**src/rtl/gpio_pin_function_cfg.svh**
```systemverilog
/*
 * Constants for the GPIO pin function configuration block: select codes,
 * reset values per port variant, field widths.
 * Assumes it is included by bare name from rtl/.
 */
`ifndef GPIO_PIN_FUNCTION_CFG_SVH
`define GPIO_PIN_FUNCTION_CFG_SVH

// ----------------------------------------------------------------------
// Widths
// ----------------------------------------------------------------------
`define PORT_WIDTH 8

// ----------------------------------------------------------------------
// Subregister select codes
// ----------------------------------------------------------------------
`define SEL_NONE 8'h00
`define SEL_DIRECTION 8'h01
`define SEL_ALT_ENABLE 8'h02
`define SEL_OPEN_DRAIN 8'h03
`define SEL_STRONG_DRIVE 8'h04
`define SEL_WAKE_SOURCE 8'h05
`define SEL_FUNC_LOW 8'h07
`define SEL_FUNC_HIGH 8'h08

// ----------------------------------------------------------------------
// Reset values
// ----------------------------------------------------------------------
`define RST_SELECT 8'h00
`define RST_ALT_ABC 8'h00
`define RST_ALT_D 8'h01
`define RST_ALT_SMALL_A 8'h04
`define RST_OD_ABC 8'h00
`define RST_OD_D 8'h01
`define RST_STRONG 8'h00
`define RST_WAKE 8'h00

`endif

```
**src/rtl/gpio_pin_function_pkg.sv**
```systemverilog
/*
 * Types for the GPIO pin function configuration block.
 * Assumes nothing of its surroundings.
 */
package gpio_pin_function_pkg;

    // Which port variant an instance implements; sets reset values
    typedef enum logic [1:0] {
        PORT_ABC,
        PORT_D,
        PORT_A_SMALL
    } port_variant_e;

    typedef logic [7:0] port_byte_t;

endpackage : gpio_pin_function_pkg

```
**src/rtl/gpio_pin_function_config.sv**
```systemverilog
/*
 * One GPIO port's configuration subregisters (alternate function enable,
 * open-drain, strong drive, wake source) behind a select/window pair,
 * plus the pin-side muxing they steer.
 * Assumes a synchronous CPU register port on core_clk, direction and
 * function select bits supplied by neighbouring logic, and pads outside.
 */
`timescale 1ns/1ps
`include "gpio_pin_function_cfg.svh"

// Function
// - Select code 02H exposes the alternate function enable subregister.
// - Alternate enable 0 makes the pin plain GPIO using its direction bit.
// - Alternate enable 1 hands the pin to the selected alternate function.
// - Two function select bits pick one of four alternate functions.
// - Alternate enable resets to 00H, 01H port D, 04H small port A.
// - Select code 03H exposes the open-drain subregister.
// - Open-drain bit 1 removes high-side drive; pin only pulls low.
// - Open-drain bit 0 gives push-pull unless alternate function overrides.
// - Open-drain applies to alternate function pins too.
// - Open-drain resets to 00H, or 01H for port D.
// - Select code 04H exposes the strong drive subregister.
// - Strong drive bit picks high or standard current, GPIO or alternate.
// - Select code 05H exposes the wake source subregister.
// - In stop mode, any edge on an enabled wake pin starts recovery.
// - Window accesses reach the subregister named by the current select.
// - Select 00H, its reset value, reaches no subregister.
// - GPIO direction 0 drives output data; 1 tristates and samples.
module gpio_pin_function_config #(
    parameter gpio_pin_function_pkg::port_variant_e VARIANT =
        gpio_pin_function_pkg::PORT_ABC
) (
    input wire logic core_clk,
    input wire logic rst_b,
    input wire logic select_wr,
    input wire logic window_wr,
    input wire logic [7:0] wr_data,
    output logic [7:0] port_subreg_select,
    output logic [7:0] port_subreg_window,
    input wire logic [7:0] pin_direction_bit,
    input wire logic [7:0] function_select_low,
    input wire logic [7:0] function_select_high,
    input wire logic [7:0] out_data,
    input wire logic [31:0] alt_out,
    input wire logic [31:0] alt_oe,
    input wire logic stop_mode,
    input wire logic [7:0] pad_in,
    output logic [7:0] pad_out,
    output logic [7:0] pad_oe,
    output logic [7:0] pad_strong,
    output logic [7:0] in_data,
    output logic [7:0] alt_in,
    output logic stop_recovery
);

    // ------------------------------------------------------------------
    // Reset release and pin synchronisers
    // ------------------------------------------------------------------
    logic [1:0] rst_sync;
    logic rst_n;
    logic [7:0] pad_meta;
    logic [7:0] pad_sync;
    logic [7:0] pad_prev;

    always_ff @(posedge core_clk or negedge rst_b) begin
        if (!rst_b) begin
            rst_sync <= 2'b00;
        end else begin
            rst_sync <= {rst_sync[0], 1'b1};
        end
    end
    assign rst_n = rst_sync[1];

    always_ff @(posedge core_clk or negedge rst_n) begin
        if (!rst_n) begin
            pad_meta <= 8'h00;
            pad_sync <= 8'h00;
        end else begin
            pad_meta <= pad_in;
            pad_sync <= pad_meta;
        end
    end

    // Last synchronised level, for edge detection only
    always_ff @(posedge core_clk or negedge rst_n) begin
        if (!rst_n) begin
            pad_prev <= 8'h00;
        end else begin
            pad_prev <= pad_sync;
        end
    end

    // ------------------------------------------------------------------
    // Subregisters
    // ------------------------------------------------------------------
    logic [7:0] alt_function_enable_reg;
    logic [7:0] open_drain_reg;
    logic [7:0] strong_drive_reg;
    logic [7:0] wake_source_reg;
    logic [7:0] alt_reset;
    logic [7:0] od_reset;

    assign alt_reset =
        (VARIANT == gpio_pin_function_pkg::PORT_D) ? `RST_ALT_D :
        (VARIANT == gpio_pin_function_pkg::PORT_A_SMALL) ? `RST_ALT_SMALL_A :
        `RST_ALT_ABC;
    assign od_reset = (VARIANT == gpio_pin_function_pkg::PORT_D) ?
        `RST_OD_D : `RST_OD_ABC;

    // Decoded window write strobe for one select code
    function automatic logic hit(input logic wr, input logic [7:0] sel,
                                 input logic [7:0] code);
        hit = wr && (sel == code);
    endfunction : hit

    always_ff @(posedge core_clk or negedge rst_n) begin
        if (!rst_n) begin
            port_subreg_select <= `RST_SELECT;
        end else if (select_wr) begin
            port_subreg_select <= wr_data;
        end
    end

    // Variant reset values land on the first cycle after release, so
    // every asynchronous reset branch stays constant-only
    logic rst_n_d;
    always_ff @(posedge core_clk or negedge rst_n) begin
        if (!rst_n) begin
            rst_n_d <= 1'b0;
        end else begin
            rst_n_d <= 1'b1;
        end
    end

    // ------------------------------------------------------------------
    // Window write strobes
    // ------------------------------------------------------------------
    // window writes follow the current select; full byte
    // select 00H and unlisted codes raise no strobe
    logic alt_wr;
    logic od_wr;
    logic strong_wr;
    logic wake_wr;
    assign alt_wr = hit(window_wr, port_subreg_select, `SEL_ALT_ENABLE);
    assign od_wr = hit(window_wr, port_subreg_select, `SEL_OPEN_DRAIN);
    assign strong_wr = hit(window_wr, port_subreg_select, `SEL_STRONG_DRIVE);
    assign wake_wr = hit(window_wr, port_subreg_select, `SEL_WAKE_SOURCE);

    always_ff @(posedge core_clk or negedge rst_n) begin
        if (!rst_n) begin
            alt_function_enable_reg <= `RST_ALT_ABC;
        end else if (!rst_n_d) begin
            alt_function_enable_reg <= alt_reset;
        end else if (alt_wr) begin
            alt_function_enable_reg <= wr_data;
        end
    end

    always_ff @(posedge core_clk or negedge rst_n) begin
        if (!rst_n) begin
            open_drain_reg <= `RST_OD_ABC;
        end else if (!rst_n_d) begin
            open_drain_reg <= od_reset;
        end else if (od_wr) begin
            open_drain_reg <= wr_data;
        end
    end

    always_ff @(posedge core_clk or negedge rst_n) begin
        if (!rst_n) begin
            strong_drive_reg <= `RST_STRONG;
        end else if (strong_wr) begin
            strong_drive_reg <= wr_data;
        end
    end

    always_ff @(posedge core_clk or negedge rst_n) begin
        if (!rst_n) begin
            wake_source_reg <= `RST_WAKE;
        end else if (wake_wr) begin
            wake_source_reg <= wr_data;
        end
    end

    // ------------------------------------------------------------------
    // Read-back; neighbour subregisters are read from their own ports
    // ------------------------------------------------------------------
    logic [7:0] next_window;
    always_comb begin
        case (port_subreg_select)
            `SEL_DIRECTION: next_window = pin_direction_bit;
            `SEL_ALT_ENABLE: next_window = alt_function_enable_reg;
            `SEL_OPEN_DRAIN: next_window = open_drain_reg;
            `SEL_STRONG_DRIVE: next_window = strong_drive_reg;
            `SEL_WAKE_SOURCE: next_window = wake_source_reg;
            `SEL_FUNC_LOW: next_window = function_select_low;
            `SEL_FUNC_HIGH: next_window = function_select_high;
            default: next_window = 8'h00;
        endcase
    end

    always_ff @(posedge core_clk or negedge rst_n) begin
        if (!rst_n) begin
            port_subreg_window <= 8'h00;
        end else begin
            port_subreg_window <= next_window;
        end
    end

    // ------------------------------------------------------------------
    // Pin muxing, one slice per pin
    // ------------------------------------------------------------------
    logic [7:0] next_out;
    logic [7:0] next_oe;
    genvar g;
    generate
        for (g = 0; g < `PORT_WIDTH; g++) begin : g_pin
            logic [1:0] fsel;
            logic drv_val;
            logic drv_en;
            // two select bits pick the function
            assign fsel = {function_select_high[g], function_select_low[g]};
            // alternate function owns the pin; otherwise GPIO
            assign drv_val = alt_function_enable_reg[g] ?
                alt_out[{3'(g), fsel}] : out_data[g];
            assign drv_en = alt_function_enable_reg[g] ?
                alt_oe[{3'(g), fsel}] : !pin_direction_bit[g];
            // open-drain drives only low, for both owners
            assign next_out[g] = open_drain_reg[g] ? 1'b0 : drv_val;
            assign next_oe[g] = open_drain_reg[g] ? (drv_en && !drv_val)
                                                  : drv_en;
        end
    endgenerate

    // ------------------------------------------------------------------
    // Pad registers; every pin-side output leaves a flip-flop
    // ------------------------------------------------------------------
    // drive value and enable
    always_ff @(posedge core_clk or negedge rst_n) begin
        if (!rst_n) begin
            pad_out <= 8'h00;
            pad_oe <= 8'h00;
        end else begin
            pad_out <= next_out;
            pad_oe <= next_oe;
        end
    end

    // strong drive per pin, any owner
    always_ff @(posedge core_clk or negedge rst_n) begin
        if (!rst_n) begin
            pad_strong <= 8'h00;
        end else begin
            pad_strong <= strong_drive_reg;
        end
    end

    always_ff @(posedge core_clk or negedge rst_n) begin
        if (!rst_n) begin
            in_data <= 8'h00;
        end else begin
            in_data <= pad_sync;
        end
    end

    // pin value reaches only pins owned by a function
    always_ff @(posedge core_clk or negedge rst_n) begin
        if (!rst_n) begin
            alt_in <= 8'h00;
        end else begin
            alt_in <= pad_sync & alt_function_enable_reg;
        end
    end

    // ------------------------------------------------------------------
    // Stop-mode recovery
    // ------------------------------------------------------------------
    // either edge on an enabled pin; two synchronised samples differ
    logic [7:0] wake_edges;
    assign wake_edges = (pad_sync ^ pad_prev) & wake_source_reg;

    // Assumes core_clk runs in stop mode; a pin pulse shorter than a
    // clock period can slip between samples and wake nothing
    always_ff @(posedge core_clk or negedge rst_n) begin
        if (!rst_n) begin
            stop_recovery <= 1'b0;
        end else begin
            stop_recovery <= stop_mode && (|wake_edges);
        end
    end

endmodule : gpio_pin_function_config

```
**config.mk**
```make
export PLATFORM = sky130hd
export DESIGN_NAME = gpio_pin_function_config
export DESIGN_NICKNAME = d
export VERILOG_FILES = /design/src/rtl/gpio_pin_function_pkg.sv /design/src/rtl/gpio_pin_function_config.sv
export VERILOG_INCLUDE_DIRS = /design/src /design/src/rtl
export SDC_FILE = /design/constraint.sdc
export NUM_CORES = 1
export LEC_CHECK = 0
export ABC_AREA = 1
export CORE_ASPECT_RATIO = 2
export CORE_UTILIZATION = 63
export CTS_CLUSTER_DIAMETER = 120
export DETAILED_ROUTE_END_ITERATION = 6
export DONT_BUFFER_PORTS = 1
export GPL_ROUTABILITY_DRIVEN = 0
export HOLD_SLACK_MARGIN = 0.03
export PLACE_DENSITY = 0.79
export SYNTH_ARGS = -nofsm -noshare
export SYNTH_HDL_FRONTEND = slang
export SYNTH_SLANG_ARGS = --single-unit
```
**constraint.sdc**
```tcl
create_clock -name core_clk -period 3.7 [get_ports core_clk]
set_clock_uncertainty 0.05 [all_clocks]
set_input_delay 1.11 -clock core_clk [delete_from_list [all_inputs] [get_ports core_clk]]
set_output_delay 1.11 -clock core_clk [all_outputs]
set_load 0.01 [all_outputs]
```
; Yosys cells after proc, flatten, opt, wreduce, memory -nomap -nowiden
; Cells that the tools add are included.
[totals]
regBits = 108
out_inout_bits = 57
word_cells = 135
input_bits = 117
[op_classes]
eq_ne = 9
n_lt_le_gt_ge = 8
n_bitwise = 3
reduce_logical = 30
mux = 69
[op_table]
columns = op, n
row1 = one-hot mux 8 bit (7 select lines), 1
row2 = 2-to-1 mux 1 bit, 48
row3 = binary-select mux 1 bit (select 2 bit), 16
row4 = 2-to-1 mux 8 bit, 4
row5 = "equality test 8 x 3 -> 1 bit, second input constant", 3
row6 = "< comparator 5 x 6 -> 1 bit, second input constant", 4
row7 = AND 8 bit, 2
row8 = "equality test 8 x 2 -> 1 bit, second input constant", 2
row9 = logical NOT 1 bit, 16
row10 = logical AND 1 bit, 13
row11 = "< comparator 4 x 6 -> 1 bit, second input constant", 2
row12 = "equality test 8 x 1 -> 1 bit, second input constant", 1
row13 = "equality test 8 x 4 -> 1 bit, second input constant", 1
row14 = OR reduction 8 bit, 1
row15 = bitwise XOR 8 bit, 1
row16 = "< comparator 2 x 6 -> 1 bit, second input constant", 1
row17 = "< comparator 3 x 6 -> 1 bit, second input constant", 1
row18 = "inequality test 2 x 1 -> 1 bit, second input constant", 2

; Longest topological paths before layout
; Gate-level depths: netlist of run 1.
[depth]
ltp_word = 6
depth_mapped = 9
depth_no_buf = 9

; Worst setup path after synthesis of run 1
; Ideal clock, no wire load.
[synth_path]
kind = input-to-reg
startpoint = input function_select_low[0]
endpoint = register pad_oe[0]
t_arrival_ps = 1500
n_path_buf = 0
slack_ps = 2037
cell_stages = 8
required_ps = 3537
setup_ps = 113
cell_sequence = inv_1 > nand2_1 > nand3_1 > nand2_1 > nand2_1 > nand2_1 > nand2_1 > inv_1
[synth_via]
elab_chain_cells = 6
[synth_lines]
columns = item, line_no
row1 = "start, declared", gpio_pin_function_config.sv:41  ; input wire logic [7:0] function_select_low,
row2 = binary-select mux 1 bit (select 2 bit), gpio_pin_function_config.sv:225  ; alt_out[{3'(g), fsel}] : out_data[g];
row3 = 2-to-1 mux 1 bit (not written as such), gpio_pin_function_config.sv:225
row4 = 2-to-1 mux 1 bit, gpio_pin_function_config.sv:224  ; assign drv_val = alt_function_enable_reg[g] ?
row5 = logical NOT 1 bit, gpio_pin_function_config.sv:230  ; assign next_oe[g] = open_drain_reg[g] ? (drv_en && !drv_val)
row6 = logical AND 1 bit, gpio_pin_function_config.sv:230
row7 = 2-to-1 mux 1 bit *, gpio_pin_function_config.sv:230
row8 = named net next_oe[0], gpio_pin_function_config.sv:214  ; logic [7:0] next_oe;
row9 = "end signal, assigned", gpio_pin_function_config.sv:245  ; pad_oe <= next_oe;
row10 = "end, declared", gpio_pin_function_config.sv:49  ; output logic [7:0] pad_oe,
; Mark *: on every way through the listed nets, which the timed path passes. The rest lies on a longest branch. The select of a mux whose other input is x is not followed.
; A chain may end at the register's enable or synchronous reset.

; Final worst setup path of run 1
[layout_path]
startpoint = register port_subreg_select[6]
endpoint = register open_drain_reg[7]
[layout_via]
elab_chain_cells = 3
[layout_lines]
columns = item, line_no
row1 = "start, declared", gpio_pin_function_config.sv:38  ; output logic [7:0] port_subreg_select,
row2 = "start signal, assigned", gpio_pin_function_config.sv:118  ; port_subreg_select <= `RST_SELECT;
row3 = "start signal, assigned", gpio_pin_function_config.sv:120  ; port_subreg_select <= wr_data;
row4 = equality test 8 x 2 -> 1 bit, gpio_pin_function_config.sv:113  ; hit = wr && (sel == code);
row5 = logical AND 1 bit, gpio_pin_function_config.sv:113
row6 = inequality test 2 x 1 -> 1 bit (no source line), -
row7 = "end signal, assigned", gpio_pin_function_config.sv:161  ; open_drain_reg <= `RST_OD_ABC;
row8 = "end signal, assigned", gpio_pin_function_config.sv:163  ; open_drain_reg <= od_reset;
row9 = "end signal, assigned", gpio_pin_function_config.sv:165  ; open_drain_reg <= wr_data;
row10 = "end, declared", gpio_pin_function_config.sv:97  ; logic [7:0] open_drain_reg;
; No other way between the ends.

==> flow_summary.yaml, run 1 <==
synthesis:
  synthTopCellsByArea: "dfrtp_1 51%, nand2_1 15%, nand3_1 10%"
  yosysTopAreaCellShare: 0.5082
  synth_top_area_cell: "dfrtp_1"
  synth_edf_count: 0
  netlist_area_mm2: 0.005318
  syn_area_per_cell_um2: 7.855
  postSynth.asyncResetShare: 1.000
  synthCells: 677
  ys_types: 21
  synth_ff_type: "dfrtp_1"
  ys_seq_area_frac: 0.5082
  yosysWarnings: 0
  ys_ff_latch: 108
placed_design:
  pre_cts_slack_ns: 1.732
  numPortBuffers: 0
  dp_hpwl_um: 8773
  dp_cells: 766
  post_dp_cell_area_mm2: 0.005375
power_and_ir_drop:
  power_density_mw_per_mm2: 438.1
  p_leak_nw: 3.234
  irDropWorstVdd_mv: 0.3837
timing:
  hold-worst-slack_ns: 0.2050
  timing.final.crit_period_ns: 1.997
  setup_viol: 0
  slew_violations: 0
  hold_viol: 0
  setup_ws_ns: 1.703
  max_slew_margin: 0.5066
  rsz0062_at_grt: "false"
  timing.fmax_mhz: 500.8
  period_share: 0.5396
  totalNegativeSetupSlack_ns: 0
  worstMarginPinSlew_ns: 0.7400
layout:
  fin_cells: 782
  nets: 796
  n_fill_cell: 674
  layout-drive-gt1-share: 0.1096
  area_growth_pct: 6.447
  n_antenna_cell: 0
  final_area_mm2: 0.005660
setup_path:
  endpoint_kind: "flip-flop"
  cp_max_fo: 53
  arrival_ns: 2.17
  ff2ff_setup_slack_ns: 1.70
  crit_type: "reg -> reg"
  startpoint_type: "flip-flop"
  required_ns: 3.87
clock_tree:
  clk_pin_slew_ns: 0.08
  htree_levels: 3
  cts_root_buffer: "clkbuf_16"
  cts_hold_buf: 0
  clock_latency_ns: 0.35
  cts_buffers: 9
  clkSinkCount: 108
  cts_setup_buffers: 0
  post_cts_resized: 0
  cts_tree: "done"
  cts_max_path_buffers: 2
detailed_routing:
  drc_errors: 0
  vias: 4247
  avgViaCountPerCell: 5.431
  wl_um: 11520
  drt_pass1_iterations: 4
  dr.first_iter.drc_count: 260
  drtAntennaViolNets: 0
  post_drt_wl_per_cell_um: 14.74
floorplan:
  ios: 174
  initial_utilization: 0.6459
  die_w_um: 66.97
  core_mm2: 0.008233
  die-height_um: 131.9
  dieArea_mm2: 0.008834
  fp-row-count: 47
outcome:
  status: "complete, no violations"
global_routing:
  grt_pass1_wl_um: 18600
  grt_pass1_vias: 4160
  antenna_found_initial: 0
  track_usage: 0.2831
  grt_max_degree: 54
  gr-total-overflow: 0
min_path:
  hold_path.class: "reg -> async"
flow_run:
  max_cap_viol_count: 0
[layout make-up]
type / count / area (µm²) / area share
Sequential cell: 108 / 2706 / 0.4781
Multi-Input combinational cell: 439 / 2085 / 0.3683
Inverter: 119 / 446.7 / 0.07891
Clock buffer: 10 / 229.0 / 0.04045
Tap cell: 98 / 122.6 / 0.02166
Clock inverter: 6 / 56.30 / 0.009947
Timing Repair Buffer: 2 / 15.01 / 0.002653
[report_power, final]
| group | internal, mW | switching, mW |
|---|---|---|
| Combinational | 0.0759 | 0.144 |
| Clock | 0.472 | 0.443 |
| Sequential | 1.26 | 0.0884 |
| Total | 1.81 | 0.675 |
[synthesized netlist by cell type, types with 4 or more instances]
cell       n
nor2_1    38
inv_2      8
or2_2     16
dfrtp_1  108
nand2_1  215
buf_2      4
o21ai_2   15
inv_1    111
nand2_2    6
o21ai_1   16
nand3_4    4
o21ai_0   10
buf_6      5
nand3_1  108
[cell usage in the layout, fill, tap and decap left out, types with 3 or more instances in the layout]
| master | n |
|---|---|
| nor2_8 | 3 |
| nand3_2 | 3 |
| or2_2 | 16 |
| nand2_2 | 6 |
| nand3_1 | 108 |
| o21ai_1 | 16 |
| clkbuf_16 | 9 |
| inv_2 | 8 |
| nand3_4 | 4 |
| dfrtp_1 | 107 |
| nor2_1 | 38 |
| nand2_1 | 215 |
| o21ai_2 | 15 |
| o21ai_0 | 10 |
| inv_1 | 111 |
[worst paths after layout]
path / start / endpoint / cells after the start
worst max-delay path: port_subreg_select[6] / open_drain_reg[7] / 6
worst min-delay path: rst_sync[1] / pad_sync[4] / 0
worst max register to register: port_subreg_select[6] / open_drain_reg[7] / 6
worst min register to register: rst_sync[1] / pad_sync[4] / 0
max in group asynchronous: rst_sync[1] / pad_out[3] / 1
min in group core_clk: pad_meta[5] / pad_sync[5] / 0
[per-layer routing]
metal | share of wire | routed length [µm] | up-vias | global-route usage
li1 | - | - | 2079 | -
met3 | 0.064 | 738 | 28 | 0.06661
met2 | 0.55 | 6290 | 160 | 0.4865
met1 | 0.35 | 4067 | 1980 | 0.3152
met4 | 0.037 | 427 | 0 | 0.1407
met5 | 0 | 0 | - | 0
[cells by family after synthesis]
logic type	count (synthesis)	synth area share
other cells	1	0.0007052
compound gates	42	0.05012
buf+inv	131	0.1005
flops	108	0.5082
simple gates	395	0.3405
[critical path: stages, from the launching register on]
cell and delay, ns:
dfrtp_1 0.43, inv_2 0.08, nand2_2 0.08, nor2_8 0.58, nand3_4 0.36, nand3_1 0.17
o21ai_0 0.10
[through the flow]
step           utilization  power [mW]
6_report            0.6875       2.480
3_3_place_gp        0.6529       1.576
3_5_place_dp        0.6529       1.588
5_1_grt             0.6875       2.598
4_1_cts             0.6875       2.505
2_1_floorplan            -       1.533
(Power assumes the default switching activity.)
==> run 2: changes to the inputs <==
--- a/config.mk
+++ b/config.mk
@@ -6,7 +6,7 @@
 export SDC_FILE = /design/constraint.sdc
 export NUM_CORES = 1
 export LEC_CHECK = 0
-export ABC_AREA = 1
+export ABC_AREA = 0
 export CORE_ASPECT_RATIO = 2
 export CORE_UTILIZATION = 63
 export CTS_CLUSTER_DIAMETER = 120
==> constraint.sdc (replaced) <==
create_clock -name core_clk -period 1.92 [get_ports core_clk]
set_clock_uncertainty 0.05 [all_clocks]
set_input_delay 0.576 -clock core_clk [delete_from_list [all_inputs] [get_ports core_clk]]
set_output_delay 0.576 -clock core_clk [all_outputs]
set_load 0.01 [all_outputs]
==> flow_summary.yaml, run 2 <==
outcome:
  status: "complete, no violations"
floorplan:
  fp-row-count: 43
  ios: 174
  die_w_um: 62.66
  initial_utilization: 0.6577
  dieArea_mm2: 0.007726
  core_mm2: 0.007048
  die-height_um: 123.3
clock_tree:
  clk_pin_slew_ns: 0.07
  cts_max_path_buffers: 2
  cts_root_buffer: "clkbuf_16"
  cts_setup_buffers: 0
  cts_tree: "done"
  clkSinkCount: 108
  htree_levels: 3
  cts_buffers: 9
  clock_latency_ns: 0.35
synthesis:
  synth_edf_count: 0
  ys_types: 34
  synthCells: 321
  yosys-top-cells-count: "108 x dfrtp_1, 28 x mux2_2, 25 x mux2i_1"
  synth_ff_type: "dfrtp_1"
  yosysWarnings: 0
  synthTopCellsByArea: "dfrtp_1 58%, mux4_2 7.8%, mux2_2 6.8%"
  postSynth.asyncResetShare: 1.000
  syn_area_per_cell_um2: 14.44
  synth_top_area_cell: "dfrtp_1"
  ys_seq_area_frac: 0.5830
  ys_ff_latch: 108
  yosysTopAreaCellShare: 0.5830
  netlist_area_mm2: 0.004636
  yosysMostFrequentCell: "dfrtp_1"
setup_path:
  arrival_ns: 2.11
  crit_type: "reg -> reg"
  cp_max_fo: 8
  slowest_stage: "nor4_4"
  critPathTopFamily: "simple AND/OR/NAND/NOR gates"
  reg2reg_to: "wake_source_reg[6]"
  critPathMaxStageDelay_ns: 0.51
  path_cells: "nor4_4 -> nand4_2 -> mux2_2"
  reg2reg_depth: 3
  path_buf_inv: 0
  startpoint_type: "flip-flop"
  endpoint_kind: "flip-flop"
  ff2ff_setup_slack_ns: 0.002
  worstReg2RegStart: "port_subreg_select[7]"
  required_ns: 2.11
power_and_ir_drop:
  power_density_mw_per_mm2: 908.7
  p_leak_nw: 2.379
  finalPower_mw: 4.692
  irDropWorstVdd_mv: 0.8634
detailed_routing:
  drc_errors: 0
  vias: 2926
  wl_um: 11170
  drtAntennaViolNets: 0
  avgViaCountPerCell: 6.696
  drt_pass1_iterations: 4
  dr.first_iter.drc_count: 217
  post_drt_wl_per_cell_um: 25.55
layout:
  mostFrequentLayoutCells: "107 x dfrtp_1, 28 x mux2_2, 25 x mux2i_1, 21 x a22o_1"
  n_antenna_cell: 0
  nets: 459
  layout_commonest_cell: "dfrtp_1"
  layout-drive-gt1-share: 0.2767
  area_growth_pct: 11.39
  n_fill_cell: 449
min_path:
  hold_start: "pad_in[3]"
  hold_path.class: "in -> reg"
  holdPathStages: 0
  hold-path-endpoint: "pad_meta[3]"
timing:
  timing.final.crit_period_ns: 1.918
  period_share: 0.9992
  hold_viol: 0
  setup_ws_ns: 0.001622
  rsz0062_at_grt: "true"
  slew_violations: 0
  totalNegativeSetupSlack_ns: 0
  timing.fmax_mhz: 521.3
  setup_viol: 0
  worstMarginPinSlew_ns: 0.5429
  max_slew_margin: 0.6364
placed_design:
  dp_hpwl_um: 8435
  numPortBuffers: 0
  pre_cts_slack_ns: 0.03593
global_routing:
  track_usage: 0.3034
  grt_max_degree: 36
  grt_pass1_wl_um: 16920
  gr-total-overflow: 0
  grt_pass1_vias: 3238
  antenna_found_initial: 0
flow_run:
  max_cap_viol_count: 0
run 2: cell count changes after synthesis, moves of 20 or more:
cell and delta:
mux2i_1 +25, nand2_1 -208, a22o_1 +21, mux2_2 +28, nor2b_1 +20, nor2_1 -24, inv_1 -110, nand3_1 -108
run 2: cells by family (layout without fill, tap and decap cells):
family / after synthesis / in the layout / share of synthesized area
compound gates: 60 / 60 / 0.1039
buf+inv: 12 / 37 / 0.01134
mux: 69 / 69 / 0.1997
other cells: 1 / 2 / 0.0008089
simple gates: 63 / 63 / 0.08610
xor+xnor: 8 / 8 / 0.01512
flops: 108 / 108 / 0.5830
run 2: cell type report:
| cell class | count | area (µm²) | share of cell area |
|---|---|---|---|
| repair buffers | 20 | 165.2 | 0.03198 |
| clock buffers | 9 | 225.2 | 0.04362 |
| multi-input cells | 202 | 1889 | 0.3659 |
| flip-flops and latches | 108 | 2706 | 0.5241 |
| clock inverters | 7 | 61.31 | 0.01187 |
| inverters | 1 | 3.754 | 0.0007269 |
| well taps | 90 | 112.6 | 0.02181 |
run 2: stage by stage:
step                        util  hold slack (ns)  instances  instance area [µm²]
after floorplan                -           0.2304        322                 4641
after global placement    0.6899           0.2304        420                 4862
after detailed placement  0.6899           0.2304        420                 4862
final                     0.7326           0.1956        437                 5164
after global routing      0.7326           0.1834        437                 5164
after CTS                 0.7326           0.1891        437                 5164
run 2: power breakdown:
part	leakage [nW]	switching, mW	internal (mW)
Combinational	0.861	0.188	0.221
Clock	0.134	0.841	0.899
Sequential	1.38	0.151	2.39
run 2: how the worst max path moves through the flow:
stage | cells past startpoint | to | from | slack [ns]
after floorplan | 0 | alt_function_enable_reg[0] | rst_sync[1] | 0.06
after global placement | 3 | strong_drive_reg[7] | port_subreg_select[7] | 0.1
after detailed placement | 3 | wake_source_reg[2] | port_subreg_select[7] | 0.04
after CTS | 3 | wake_source_reg[6] | port_subreg_select[7] | 0.02
after global routing | 3 | strong_drive_reg[3] | port_subreg_select[7] | -0.07
final | 3 | wake_source_reg[6] | port_subreg_select[7] | 0.002
run 2: repair_timing:
action                     CTS  global route
hold endpoints to repair     2             0
pin swaps                    0             0
gates cloned                 0             0
hold buffers                 1             0
resized for setup            2             0
setup endpoints to repair    2            16
run 2: worst reg2reg max path: stages, from the launching register on:
cell and delay, ns:
dfrtp_1 0.48, nor4_4 0.51, nand4_2 0.38, mux2_2 0.39
run 2: per-layer routing:
metal,vias up,GRT usage,wire length (µm)
met5,-,0,0
li1,1250,-,-
met2,144,0.5537,6400
met4,0,0.1439,284
met1,1506,0.3254,3773
met3,26,0.07380,707
